File: src/atl_pkg.sv
// Purpose: shared constants and types for the transmit/label controller
// Assumes: 50 MHz system clock, 1 MHz data-clock enable derived here
// Notes: register map is byte addressed, one 32-bit word per register
package atl_pkg;
    // data clock enable
    localparam int CLK_HZ = 50_000_000;
    localparam int DATA_CLK_HZ = 1_000_000;
    localparam int TICK_DIV = CLK_HZ / DATA_CLK_HZ;
    // first-bit bound, 2.5 data clocks
    localparam int FIRST_BIT_NS = 2500;
    localparam int FIRST_BIT_CYC = FIRST_BIT_NS / (1_000_000_000 / CLK_HZ);
    // bit timing in data clocks
    localparam logic [8:0] HS_HALF = 9'h005;
    localparam logic [8:0] LS_HALF = 9'h028;
    localparam logic [8:0] HS_GAP = 9'h028;
    localparam logic [8:0] LS_GAP = 9'h140;
    localparam logic [4:0] LAST_BIT = 5'h1f;
    // fifo and label sizes
    localparam logic [5:0] FIFO_DEPTH = 6'h20;
    localparam logic [5:0] FIFO_HALF = 6'h10;
    localparam logic [4:0] LABEL_COUNT = 5'h10;
    // register byte offsets
    localparam logic [7:0] CTRL_ADDR = 8'h00;
    localparam logic [7:0] TXLO_ADDR = 8'h04;
    localparam logic [7:0] TXHI_ADDR = 8'h08;
    localparam logic [7:0] STATUS_ADDR = 8'h0c;
    localparam logic [7:0] RX1LO_ADDR = 8'h10;
    localparam logic [7:0] RX1HI_ADDR = 8'h14;
    localparam logic [7:0] RX2LO_ADDR = 8'h18;
    localparam logic [7:0] RX2HI_ADDR = 8'h1c;
    localparam logic [7:0] CLEAR_ADDR = 8'h20;
    localparam logic [1:0] RESP_OKAY = 2'h0;
    localparam logic [1:0] RESP_SLVERR = 2'h2;
    // control register layout, bit 0 last
    typedef struct packed {
        logic repeater_on;
        logic tx_low_speed;
        logic bit_order_swap;
        logic parity_sense;
        logic external_path_select;
        logic [1:0] label_filter_on;
        logic parity_insert;
        logic label_access_mode;
    } atl_ctrl_t;
    localparam logic [8:0] CTRL_RESET = 9'h012;
    // status register layout
    typedef struct packed {
        logic [5:0] rx2_count;
        logic [5:0] rx1_count;
        logic [5:0] tx_count;
        logic tx_busy;
        logic tx_ready;
        logic tx_half;
        logic tx_full;
    } atl_status_t;
endpackage

File: src/atl_tx_label_control.sv
// Purpose: transmitter, label memory and receive fifos behind AXI4-Lite
// Assumes: synchronous inputs, receivers deliver whole words
// Notes: one clock; serial timing runs from a 1 MHz enable
`timescale 1ns/1ps
module atl_tx_label_control
    import atl_pkg::*;
(
    input wire logic clk,
    input wire logic reset,
    input wire logic [7:0] s_axi_awaddr,
    input wire logic s_axi_awvalid,
    output logic s_axi_awready,
    input wire logic [31:0] s_axi_wdata,
    input wire logic [3:0] s_axi_wstrb,
    input wire logic s_axi_wvalid,
    output logic s_axi_wready,
    output logic [1:0] s_axi_bresp,
    output logic s_axi_bvalid,
    input wire logic s_axi_bready,
    input wire logic [7:0] s_axi_araddr,
    input wire logic s_axi_arvalid,
    output logic s_axi_arready,
    output logic [31:0] s_axi_rdata,
    output logic [1:0] s_axi_rresp,
    output logic s_axi_rvalid,
    input wire logic s_axi_rready,
    input wire logic transmit_go,
    input wire logic [1:0][31:0] rx_word,
    input wire logic [1:0] rx_valid,
    output logic serial_line_out_a,
    output logic serial_line_out_b,
    output logic tx_full_flag,
    output logic tx_half_flag,
    output logic tx_ready
);
    typedef enum logic [4:0] {
        S_IDLE = 5'b00001,
        S_LOAD = 5'b00010,
        S_DATA = 5'b00100,
        S_NULL = 5'b01000,
        S_GAP = 5'b10000
    } atl_state_t;

    atl_ctrl_t ctrl, next_ctrl;
    atl_state_t state;
    logic [7:0] aw_addr;
    logic [31:0] w_data;
    logic [3:0] w_strb;
    logic aw_held, w_held, wr_fire, rd_fire, clr;
    logic [5:0] tick_cnt;
    logic tick;
    logic [31:0] tx_mem [32];
    logic [4:0] tx_wp, tx_rp;
    logic [5:0] tx_cnt;
    logic [15:0] tx_low;
    logic ld1, ld2, tx_pop;
    logic [15:0] ld_data, rd_half;
    logic [31:0] tx_shift, lb_word;
    logic lb_valid;
    logic [4:0] bitn;
    logic [8:0] ph, half_len, gap_len;
    logic lam_rise;
    logic [1:0] in_valid, match, push, pop, rd_lo, rd_hi, lab_we, lab_rd;
    logic [1:0][31:0] in_word, head;
    logic [1:0][7:0] lab_q;
    logic [1:0][5:0] rx_cnt;
    atl_status_t status;

    // write address and data may come in either order
    assign wr_fire = aw_held && w_held && !s_axi_bvalid;
    assign rd_fire = s_axi_arvalid && s_axi_arready;
    always_ff @(posedge clk) begin
        if (reset) begin
            aw_held <= 1'b0;
            w_held <= 1'b0;
            s_axi_awready <= 1'b1;
            s_axi_wready <= 1'b1;
            s_axi_bvalid <= 1'b0;
            s_axi_bresp <= RESP_OKAY;
            aw_addr <= 8'h00;
            w_data <= 32'h0000_0000;
            w_strb <= 4'h0;
        end else begin
            if (s_axi_awvalid && s_axi_awready) begin
                aw_held <= 1'b1;
                aw_addr <= s_axi_awaddr;
                s_axi_awready <= 1'b0;
            end
            if (s_axi_wvalid && s_axi_wready) begin
                w_held <= 1'b1;
                w_data <= s_axi_wdata;
                w_strb <= s_axi_wstrb;
                s_axi_wready <= 1'b0;
            end
            if (wr_fire) begin
                aw_held <= 1'b0;
                w_held <= 1'b0;
                s_axi_bvalid <= 1'b1;
                s_axi_bresp <= (aw_addr == CTRL_ADDR ||
                    aw_addr == TXLO_ADDR || aw_addr == TXHI_ADDR ||
                    aw_addr == CLEAR_ADDR) ? RESP_OKAY : RESP_SLVERR;
            end
            if (s_axi_bvalid && s_axi_bready) begin
                s_axi_bvalid <= 1'b0;
                s_axi_awready <= 1'b1;
                s_axi_wready <= 1'b1;
            end
        end
    end

    // control register with byte enables, untouched by chip clear
    always_comb begin
        next_ctrl = ctrl;
        if (w_strb[0])
            next_ctrl[7:0] = w_data[7:0];
        if (w_strb[1])
            next_ctrl[8] = w_data[8];
    end
    assign lam_rise = wr_fire && aw_addr == CTRL_ADDR &&
        !ctrl.label_access_mode && next_ctrl.label_access_mode;
    always_ff @(posedge clk) begin
        if (reset)
            ctrl <= CTRL_RESET;
        else if (wr_fire && aw_addr == CTRL_ADDR)
            ctrl <= next_ctrl;
    end

    // write strobes: label stores in label mode, word loads otherwise
    assign clr = wr_fire && aw_addr == CLEAR_ADDR;
    assign lab_we[0] = wr_fire && aw_addr == TXLO_ADDR &&
        ctrl.label_access_mode;
    assign lab_we[1] = wr_fire && aw_addr == TXHI_ADDR &&
        ctrl.label_access_mode;
    assign ld1 = (wr_fire && aw_addr == TXLO_ADDR &&
        !ctrl.label_access_mode) || (ctrl.repeater_on && |rd_lo);
    assign ld2 = (wr_fire && aw_addr == TXHI_ADDR &&
        !ctrl.label_access_mode) || (ctrl.repeater_on && |rd_hi);
    assign ld_data = wr_fire ? w_data[15:0] : rd_half;

    // read side: labels on the high select in label mode
    always_comb begin
        rd_half = 16'h0000;
        case (s_axi_araddr)
            RX1LO_ADDR: rd_half = head[0][15:0];
            RX1HI_ADDR: rd_half = head[0][31:16];
            RX2LO_ADDR: rd_half = head[1][15:0];
            RX2HI_ADDR: rd_half = head[1][31:16];
            default: rd_half = 16'h0000;
        endcase
    end
    assign status = '{rx2_count: rx_cnt[1], rx1_count: rx_cnt[0],
        tx_count: tx_cnt, tx_busy: state != S_IDLE, tx_ready: tx_ready,
        tx_half: tx_half_flag, tx_full: tx_full_flag};
    always_ff @(posedge clk) begin
        if (reset) begin
            s_axi_arready <= 1'b1;
            s_axi_rvalid <= 1'b0;
            s_axi_rdata <= 32'h0000_0000;
            s_axi_rresp <= RESP_OKAY;
        end else if (rd_fire) begin
            s_axi_arready <= 1'b0;
            s_axi_rvalid <= 1'b1;
            s_axi_rresp <= RESP_OKAY;
            s_axi_rdata <= 32'h0000_0000;
            case (s_axi_araddr)
                CTRL_ADDR: s_axi_rdata <= {23'h00_0000, ctrl};
                STATUS_ADDR: s_axi_rdata <= {10'h000, status};
                RX1LO_ADDR, RX2LO_ADDR: s_axi_rdata <= {16'h0000, rd_half};
                RX1HI_ADDR: s_axi_rdata <= ctrl.label_access_mode ?
                    {24'h00_0000, lab_q[0]} : {16'h0000, rd_half};
                RX2HI_ADDR: s_axi_rdata <= ctrl.label_access_mode ?
                    {24'h00_0000, lab_q[1]} : {16'h0000, rd_half};
                default: s_axi_rresp <= RESP_SLVERR;
            endcase
        end else if (s_axi_rvalid && s_axi_rready) begin
            s_axi_rvalid <= 1'b0;
            s_axi_arready <= 1'b1;
        end
    end

    // receivers: label match, suspension, fifo with overwrite
    for (genvar g = 0; g < 2; g++) begin : rx
        logic [31:0] mem [32];
        logic [7:0] lab [16];
        logic [4:0] wp, rp, wc, rc;
        logic [5:0] cnt;
        logic got_lo, got_hi, m, grow;
        logic [7:0] lo_a, hi_a;
        assign lo_a = g ? RX2LO_ADDR : RX1LO_ADDR;
        assign hi_a = g ? RX2HI_ADDR : RX1HI_ADDR;
        assign in_valid[g] = ctrl.external_path_select ? rx_valid[g] :
            lb_valid;
        assign in_word[g] = ctrl.external_path_select ? rx_word[g] :
            (g ? ~lb_word : lb_word);
        // all sixteen entries compared, zero included
        always_comb begin
            m = 1'b0;
            for (int i = 0; i < 16; i++)
                if (lab[i] == in_word[g][7:0])
                    m = 1'b1;
        end
        assign match[g] = m;
        assign push[g] = in_valid[g] && !ctrl.label_access_mode &&
            (!ctrl.label_filter_on[g] || m);
        assign rd_lo[g] = rd_fire && s_axi_araddr == lo_a &&
            !ctrl.label_access_mode && cnt != 6'h00;
        assign rd_hi[g] = rd_fire && s_axi_araddr == hi_a &&
            !ctrl.label_access_mode && cnt != 6'h00;
        assign pop[g] = (rd_lo[g] && got_hi) || (rd_hi[g] && got_lo);
        assign grow = push[g] && !(cnt == FIFO_DEPTH && !pop[g]);
        assign lab_rd[g] = rd_fire && s_axi_araddr == hi_a &&
            ctrl.label_access_mode;
        assign head[g] = mem[rp];
        assign rx_cnt[g] = cnt;
        assign lab_q[g] = (rc < LABEL_COUNT) ? lab[rc[3:0]] : 8'h00;
        // fifo pointers; 16-bit word halves tracked for pop
        always_ff @(posedge clk) begin
            if (reset || clr) begin
                wp <= 5'h00;
                rp <= 5'h00;
                cnt <= 6'h00;
                got_lo <= 1'b0;
                got_hi <= 1'b0;
            end else begin
                if (push[g] && !grow)
                    mem[wp - 5'h01] <= in_word[g];
                else if (grow) begin
                    mem[wp] <= in_word[g];
                    wp <= wp + 5'h01;
                end
                if (pop[g])
                    rp <= rp + 5'h01;
                if (grow && !pop[g])
                    cnt <= cnt + 6'h01;
                else if (pop[g] && !grow)
                    cnt <= cnt - 6'h01;
                if (pop[g]) begin
                    got_lo <= 1'b0;
                    got_hi <= 1'b0;
                end else begin
                    got_lo <= got_lo | rd_lo[g];
                    got_hi <= got_hi | rd_hi[g];
                end
            end
        end
        // label memory sequence counters restart on mode rise
        always_ff @(posedge clk) begin
            if (reset || lam_rise) begin
                wc <= 5'h00;
                rc <= 5'h00;
            end else begin
                if (lab_we[g] && wc < LABEL_COUNT) begin
                    lab[wc[3:0]] <= w_data[7:0];
                    wc <= wc + 5'h01;
                end
                if (lab_rd[g] && rc < LABEL_COUNT)
                    rc <= rc + 5'h01;
            end
        end
    end

    // data clock enable
    always_ff @(posedge clk) begin
        if (reset || tick) begin
            tick_cnt <= 6'h00;
        end else begin
            tick_cnt <= tick_cnt + 6'h01;
        end
    end
    assign tick = tick_cnt == 6'(TICK_DIV - 1);

    // transmit fifo; parity slot cleared when parity is inserted
    assign tx_pop = state == S_LOAD && tick;
    always_ff @(posedge clk) begin
        if (reset || clr) begin
            tx_wp <= 5'h00;
            tx_rp <= 5'h00;
            tx_cnt <= 6'h00;
            tx_low <= 16'h0000;
        end else begin
            if (ld1)
                tx_low <= ld_data;
            if (ld2 && tx_cnt != FIFO_DEPTH) begin
                tx_mem[tx_wp] <= {ctrl.parity_insert ? 1'b0 : ld_data[15],
                    ld_data[14:0], tx_low};
                tx_wp <= tx_wp + 5'h01;
            end
            if (tx_pop)
                tx_rp <= tx_rp + 5'h01;
            if (ld2 && tx_cnt != FIFO_DEPTH && !tx_pop)
                tx_cnt <= tx_cnt + 6'h01;
            else if (tx_pop && !(ld2 && tx_cnt != FIFO_DEPTH))
                tx_cnt <= tx_cnt - 6'h01;
        end
    end

    // fifo flags
    always_ff @(posedge clk) begin
        if (reset || clr) begin
            tx_full_flag <= 1'b0;
            tx_half_flag <= 1'b1;
            tx_ready <= 1'b1;
        end else begin
            tx_full_flag <= tx_cnt == FIFO_DEPTH;
            tx_half_flag <= tx_cnt < FIFO_HALF;
            tx_ready <= tx_cnt == 6'h00 && state == S_IDLE;
        end
    end

    // serialiser: data half, null half, then word gap
    assign half_len = ctrl.tx_low_speed ? LS_HALF : HS_HALF;
    assign gap_len = ctrl.tx_low_speed ? LS_GAP : HS_GAP;
    always_ff @(posedge clk) begin
        if (reset || clr) begin
            state <= S_IDLE;
            serial_line_out_a <= 1'b0;
            serial_line_out_b <= 1'b0;
            tx_shift <= 32'h0000_0000;
            lb_word <= 32'h0000_0000;
            lb_valid <= 1'b0;
            bitn <= 5'h00;
            ph <= 9'h000;
        end else begin
            lb_valid <= 1'b0;
            case (state)
                S_IDLE: begin
                    if (transmit_go && tx_cnt != 6'h00)
                        state <= S_LOAD;
                end
                S_LOAD: begin
                    if (tick) begin
                        tx_shift <= {ctrl.parity_insert ?
                            (^tx_mem[tx_rp][30:0]) ^ ~ctrl.parity_sense :
                            tx_mem[tx_rp][31], tx_mem[tx_rp][30:0]};
                        lb_word <= {ctrl.parity_insert ?
                            (^tx_mem[tx_rp][30:0]) ^ ~ctrl.parity_sense :
                            tx_mem[tx_rp][31], tx_mem[tx_rp][30:0]};
                        serial_line_out_a <= tx_mem[tx_rp][0];
                        serial_line_out_b <= ~tx_mem[tx_rp][0];
                        bitn <= 5'h00;
                        ph <= 9'h000;
                        state <= S_DATA;
                    end
                end
                S_DATA: begin
                    if (tick && ph == half_len - 9'h001) begin
                        ph <= 9'h000;
                        serial_line_out_a <= 1'b0;
                        serial_line_out_b <= 1'b0;
                        state <= S_NULL;
                    end else if (tick)
                        ph <= ph + 9'h001;
                end
                S_NULL: begin
                    if (tick && ph == half_len - 9'h001) begin
                        ph <= 9'h000;
                        if (bitn == LAST_BIT) begin
                            lb_valid <= 1'b1;
                            state <= S_GAP;
                        end else begin
                            bitn <= bitn + 5'h01;
                            tx_shift <= {1'b0, tx_shift[31:1]};
                            serial_line_out_a <= tx_shift[1];
                            serial_line_out_b <= ~tx_shift[1];
                            state <= S_DATA;
                        end
                    end else if (tick)
                        ph <= ph + 9'h001;
                end
                S_GAP: begin
                    if (tick && ph == gap_len - 9'h001) begin
                        ph <= 9'h000;
                        state <= S_IDLE;
                    end else if (tick)
                        ph <= ph + 9'h001;
                end
                default: state <= S_IDLE;
            endcase
        end
    end

    // checks
    localparam int first_max = FIRST_BIT_CYC;
endmodule

File: config.mk
export PLATFORM = sky130hd
export DESIGN_NAME = atl_tx_label_control
export DESIGN_NICKNAME = d
export VERILOG_FILES = /design/src/atl_pkg.sv /design/src/atl_tx_label_control.sv
export SDC_FILE = /design/constraint.sdc
export NUM_CORES = 2
export LEC_CHECK = 0
export ABC_AREA = 1
export BUFFER_PORTS_ARGS = -buffer_cell sky130_fd_sc_hd__buf_4
export CELL_PAD_IN_SITES_DETAIL_PLACEMENT = 1
export CELL_PAD_IN_SITES_GLOBAL_PLACEMENT = 1
export CORE_ASPECT_RATIO = 0.5
export CORE_UTILIZATION = 35
export CTS_CLUSTER_SIZE = 30
export DETAILED_ROUTE_END_ITERATION = 16
export PLACE_DENSITY = 0.55
export SLEW_MARGIN = 20
export SYNTH_ARGS = -nofsm -noshare
export SYNTH_HDL_FRONTEND = slang
export SYNTH_SLANG_ARGS = --single-unit
File: constraint.sdc
create_clock -name clk -period 5 [get_ports clk]
set_input_delay 0.25 -clock clk [delete_from_list [all_inputs] [get_ports clk]]
set_output_delay 0.25 -clock clk [all_outputs]
set_load 0.02 [all_outputs]
Word-level counts from Yosys, hierarchy flattened:

Memory sizes are Yosys's and may differ from the RTL's. A register that Yosys moved wholly into a read port is not among the register bits.
Index checks and enable logic that the tools add are counted.

* register bits after elaboration: 261
* RAM bits: 3328
* input bits: 126
* output and inout port bits: 46
* word-level logic and storage cells: 408
* memories kept: 5

Memory list
* rx[0].mem: words 32, width 32, rd ports 1, clocked after Yosys merged registers in 1, wr ports 1, line atl_tx_label_control.sv:183 `logic [31:0] mem [32];`
* rx[1].mem: words 32, width 32, rd ports 1, clocked after Yosys merged registers in 1, wr ports 1, line atl_tx_label_control.sv:183
* tx_mem: words 32, width 32, rd ports 1, clocked after Yosys merged registers in 1, wr ports 1, line atl_tx_label_control.sv:52 `logic [31:0] tx_mem [32];`
* rx[0].lab: words 16, width 8, rd ports 17, clocked after Yosys merged registers in 1, wr ports 1, line atl_tx_label_control.sv:184 `logic [7:0] lab [16];`
* rx[1].lab: words 16, width 8, rd ports 17, clocked after Yosys merged registers in 1, wr ports 1, line atl_tx_label_control.sv:184

* add/sub/neg operators: 23
* magnitude comparators: 5
* eq/ne operators: 60
* muxes and demuxes: 129
* bitwise operators: 13
* reduce and logical (&&, ||, !) cells: 122

Operator list (number)
* $eq A8 B8 Y1: 32
* $mux W32: 7
* $pmux W22 S5: 1
* $mux W5: 17
* $mux W1: 74
* $pmux W16 S4: 1
* $pmux W32 S2: 1
* $reduce_or A32 Y1: 2
* $logic_and A1 B1 Y1: 63
* $add A5 B1 Y5 const B: 11
* $mux W16: 3
* $mux W9: 5
* $mux W6: 7
* $eq A8 B5 Y1 const B: 4
* $not A32 Y32: 1
* $reduce_xor A31 Y1: 1
* $pmux W9 S3: 1
* $pmux W5 S5: 1
* $add A6 B1 Y6 const B: 4
* $eq A6 B6 Y1 const B: 4
* $lt A5 B5 Y1 const B: 4
* $eq A9 B9 Y1: 2
* $reduce_bool A6 Y1: 3
* $sub A6 B1 Y6 const B: 3
* 37 further kinds: 100

Depth between registers and ports, before layout:

* depth in word-level cells: 29
* mapped depth: 30
* depth with buffers taken out: 28

Least setup slack after synthesis:

No wires, ideal clock.

* path type: reg2reg
* start: reg ctrl[4] in the netlist's numbering
* end: mem rx[1].mem[17][0] (enable)
* library setup time: 0.421 ns
* data arrival time: 3.848 ns
* required time: 4.579 ns
* setup slack: 0.731 ns
* stages on the path, launching flop included: 20
* path buffers: 1
* period minus slack after synthesis: 4.269 ns
* cells stage by stage: dfxtp_1 inv_2 buf_6 nand2_4 nand2_4 inv_1 nor2_1 o21ai_0 nor3_1 nand4_1 nand2_1 nor2_1 nand4_1 nor2_1 nor2_2 nand3_2 nand2_1 o21ai_1 nand3_2 nor2_1

RTL lines
* start: declaration: line atl_tx_label_control.sv:44 `atl_ctrl_t ctrl, next_ctrl;`
* start signal: assignment: line atl_tx_label_control.sv:125 `ctrl <= next_ctrl;`
* end: declaration: line atl_tx_label_control.sv:183

Worst setup path in the final report:

* start: reg ctrl[4] in the netlist's numbering
* end: reg rx[0].cnt[5]

* word-level cells in the longest chain between the ends: 24
* elaborated cells on any way between the ends: 43
* classes of those cells: eq/ne: 16; mux: 19; reduce/logical: 8

RTL lines
* $mux W32: line atl_tx_label_control.sv:193 `assign in_word[g] = ctrl.external_path_select ? rx_word[g] :`
* $eq A8 B8 Y1: line atl_tx_label_control.sv:199 `if (lab[i] == in_word[g][7:0])`
* $mux W1 (16 in series): line atl_tx_label_control.sv:199
* $logic_or A1 B1 Y1: line atl_tx_label_control.sv:204 `(!ctrl.label_filter_on[g] || m);`
* $logic_and A1 B1 Y1 *: line atl_tx_label_control.sv:203 `assign push[g] = in_valid[g] && !ctrl.label_access_mode &&`
* $logic_and A1 B1 Y1 *: line atl_tx_label_control.sv:210 `assign grow = push[g] && !(cnt == FIFO_DEPTH && !pop[g]);`
* $logic_not A1 Y1: line atl_tx_label_control.sv:235 `else if (pop[g] && !grow)`
* $logic_and A1 B1 Y1: line atl_tx_label_control.sv:235
* $reduce_bool A2 Y1 (no source line)
* end signal: assignment: line atl_tx_label_control.sv:234 `cnt <= cnt + 6'h01;`
* end signal: assignment: line atl_tx_label_control.sv:236 `cnt <= cnt - 6'h01;`
* end: declaration: line atl_tx_label_control.sv:186 `logic [5:0] cnt;`

Mark *: on every way between the ends. The rest lies on a longest branch, timed or not.
A chain may end at the register's enable or synchronous reset.

==> summary.md <==
| Metric | Value |
|---|---|
| Async SR Flop Fraction | `0%` |
| Finished Core Util | `between 40 and 50%` |
| Final Hold Viols | `0` |
| Tmin final | `4.55 ns` |
| Clock root buffer | `clkbuf_16` |
| Max_cap viols | `0` |
| Critical Path Start Type | `flop` |
| Wire length on met3 | `36.3 mm` |
| Setup-failing EPs final | `0` |
| Fin Setup TNS | `0 ns` |
| Yosys reg bits | `roughly 3600` |
| Via count | `roughly 100k` |
| Final Slew Violations | `0` |
| CP arrival | `5.40 ns` |
| Unrepaired setup endpoints after global routing | `no` |
| Row count | `168` |
| Dpl hpwl | `~340 mm` |
| Maximum VDD drop | `0.257 mV` |
| Syn Area/Cell | `11.9 um2` |
| Max FO, Critical Path | `18` |
| Static Leak | `59.1 nW` |
| Ports | `172` |
| Number of fill cells | `44100` |
| Global-route wire length before repair | `773 mm` |
| Synth unique cells | `64` |
| Power per Cell Area | `371 nW/um2` |
| H-tree Lvls | `5` |
| Die width | `922 um` |
| Period Utilization, post-route | `91.0%` |
| R2R setup slack | `0.45 ns` |
| Detailed Routing Iterations Pass 1 | `5` |
| Critical setup path kind | `reg2reg` |
| Predominant post-synthesis flop cell | `edfxtp_1` |
| Reg-to-reg critical path endpoint | `rx[0].cnt[5]$_SDFFE_PP0P_` |
| YS warnings | `0` |
| WP data required | `5.85 ns` |
| CTS tree | `yes` |
| Fin nets | `12900` |
| Initial DRC count | `between 10000 and 15000` |
| Post-synth EDFFs | `3328` |
| Port buffer count | `141` |
| WL per Instance | `29.4 um` |
| Largest net degree at the start of global routing | `139` |
| Share of cells above drive strength 1 | `11.2%` |
| Die Y | `462 um` |
| R2r worst-path depth | `25` |
| Initial antenna violation count | `34` |
| Post-synthesis sequential area ratio | `71.2%` |
| Skew final | `0.0634 ns` |
| Clock Sinks | `3599` |
| Critical path endpoint category | `flop` |
| CP endpoint | `rx[0].cnt[5]$_SDFFE_PP0P_` |
| Max_slew headroom | `between 20% and 30%` |
| Gate Count Post-Synth | `12500` |
| Type of the tightest min-delay check | `in2reg` |
| Num CTS Buffers | `351` |
| Longest Clk Path Bufs | `4` |
| Final GP Congestion | `0.860` |
| Netlist Area Pre-Place | `roughly 150000 um2` |
| Critical path startpoint | `ctrl[4]$_SDFFE_PP1P_` |
| Met2 WL | `approximately 240 mm` |
| Post-route ant nets | `0` |
| Remaining routing DRC violations | `0` |
| Gr ovfl total | `0` |
| Fmax | `between 0.2 and 0.25 GHz` |
| Outcome | `completed` |
| DR vias/cell | `roughly 5.6` |
| Area Overhead vs Synth | `15.8%` |
| Clk Latency, worst-skew pair | `around 0.98 ns` |
| Clock transition at path regs | `0.07 ns` |
| Core area | `between 400000 and 500000 um2` |
| Reg2Reg Launch Point | `ctrl[4]$_SDFFE_PP1P_` |
| Top Metal Used | `met5` |
| WL met1 | `between 200 and 300 mm` |
| # Post-CTS Setup Buffers | `0` |
| All-Layer GR Usage | `roughly a quarter` |
| Vias in the first global route | `103000` |
| Slew @ Worst Pin | `between 1 and 1.5 ns` |
| Initial Util | `35.2%` |
| Die ar. | `426000 um2` |
| Routed WL | `around 550 mm` |
-- routing by layer --
layer	track usage, %	up-vias
met5	0	-
met4	7.12	14
met3	3.71	726
met2	38.6	3164
met1	36.9	54200
li1	-	45700
-- worst min path at each step --
stage,startpoint,endpoint,cells after the start
finish,rx_word[22],rx[0].mem[9][22]$_DFFE_PP_,4
global route,rx_word[22],rx[0].mem[9][22]$_DFFE_PP_,4
CTS,rx_word[59],rx[1].mem[18][27]$_DFFE_PP_,4
detailed placement,rx[1].rp[4]$_SDFFE_PP0N_,flop,1
global placement,rx[1].rp[4]$_SDFFE_PP0N_,flop,1
floorplan,reset,s_axi_bresp[1]$_SDFFE_PP0P_,1
-- synth_stat cells (18+ instances only) --
cell	n	area, um2
edfxtp_1	3328	99900
nor2_1	1462	5490
buf_1	63	236
nand2_1	2027	7610
o21ai_0	1461	7310
nand2_2	23	144
a21oi_1	334	1670
o21a_1	23	173
nor3_1	58	290
xnor2_1	68	596
inv_1	322	1210
o22ai_1	170	1060
buf_4	18	135
xor2_1	144	1260
o211ai_1	121	908
nor4_1	19	119
nand3_1	1176	5890
o221ai_1	362	3170
dfxtp_1	271	5430
ha_1	41	513
nand4_1	53	332
clkbuf_1	601	2260
buf_2	115	576
-- cell type report --
cell class,count,area (um2),area share [%]
diodes,10,25.0,0.0146
clock buffers,438,9410,5.49
clock inverters,187,2000,1.17
inverters,342,1350,0.788
multi-input cells,7719,38900,22.7
flip-flops and latches,3599,105000,61.5
well taps,5610,7020,4.10
repair buffers,704,7210,4.21
-- kinds of logic (layout without fill, tap and decap cells) --
| kind of cell | Yosys count | in the layout | synth area share [%] |
|---|---|---|---|
| other | 1 | 22 | 0.00253 |
| AO/OA/AOI/OAI | 2536 | 2536 | 10.0 |
| AND/OR/NAND/NOR | 4906 | 4906 | 13.9 |
| adder cells (fa/ha/maj) | 44 | 44 | 0.387 |
| XOR/XNOR | 212 | 212 | 1.25 |
| flip-flops | 3599 | 3599 | 71.2 |
| multiplexers | 9 | 9 | 0.0685 |
| buffers and inverters | 1153 | 1671 | 3.15 |
-- registers in the layout (all words and copies together) (netlist names), 12 cells and up, named ones only --
name	cells
rx.mem	2048
tx_mem	1024
rx.lab	256
lb_word	32
tx_shift	31
s_axi_rdata	22
tx_low	16
w_data	16
rx.cnt	12
-- critical path, stage by stage (launching register included) --
cell and delay [ns]:
dfxtp_4 0.47, buf_4 0.25, nand2_2 0.09, nand2_4 0.29
inv_1 0.28, nand2_1 0.12, nand4_1 0.18, nor3_1 0.17
nand4_1 0.15, nand2_1 0.10, nor2_1 0.05, nand3b_2 0.15
o21ai_2 0.14, nor2_4 0.21, ha_1 0.22, inv_1 0.13
ha_1 0.36, a21oi_1 0.16, and2_1 0.18, inv_1 0.05
a21oi_1 0.13, nor2_1 0.07, o21ai_0 0.16, nand3_1 0.11
o21ai_0 0.16, a21oi_1 0.06
-- timing repair --
item / 4_1_cts / 5_1_grt
hold buffers: 61 / 0
hold endpoints to repair: 281 / 0
endpoints found under the setup margin: 0 / 2
resized for setup: 0 / 10
-- cells in the final DEF (no fill, tap or decap), types with 23 or more instances in the layout --
master and instances:
bufinv_16 36, o21ai_0 1444, nor3_1 57, edfxtp_1 3328, o22ai_1 170, nand2_1 2023, clkbuf_1 65, ha_1 41
clkinv_2 64, dfxtp_1 235, buf_4 502, clkbuf_16 358, inv_1 312, a21oi_1 334, clkinv_1 57, xor2_1 144
o211ai_1 121, buf_12 140, nand4_1 53, dfxtp_2 23, o221ai_1 361, nand2_2 25, nand3_1 1176, xnor2_1 68
nor2_1 1362, nor2_4 99, dlygate4sd3_1 61
-- power by group --
group	total (W)	switching, W	internal [W]
Sequential	0.0335	0.000193	0.0333
Clock	0.0275	0.0122	0.0153
Combinational	0.00256	0.00195	0.000615
-- per-stage QoR --
step	setup WS [ns]	hold WS [ns]	area, um2	power [W]	std cells
after floorplan	0.731	0.319	148000	0.0353	12500
after global placement	0.170	0.426	159000	0.0366	17900
final	0.451	0.0615	171000	0.0636	18600
after detailed placement	0.318	0.439	159000	0.0367	17900
after global routing	0.0803	0.0464	171000	0.0652	18600
after CTS	0.306	0.0178	171000	0.0640	18600
(Power assumes the default switching activity.)
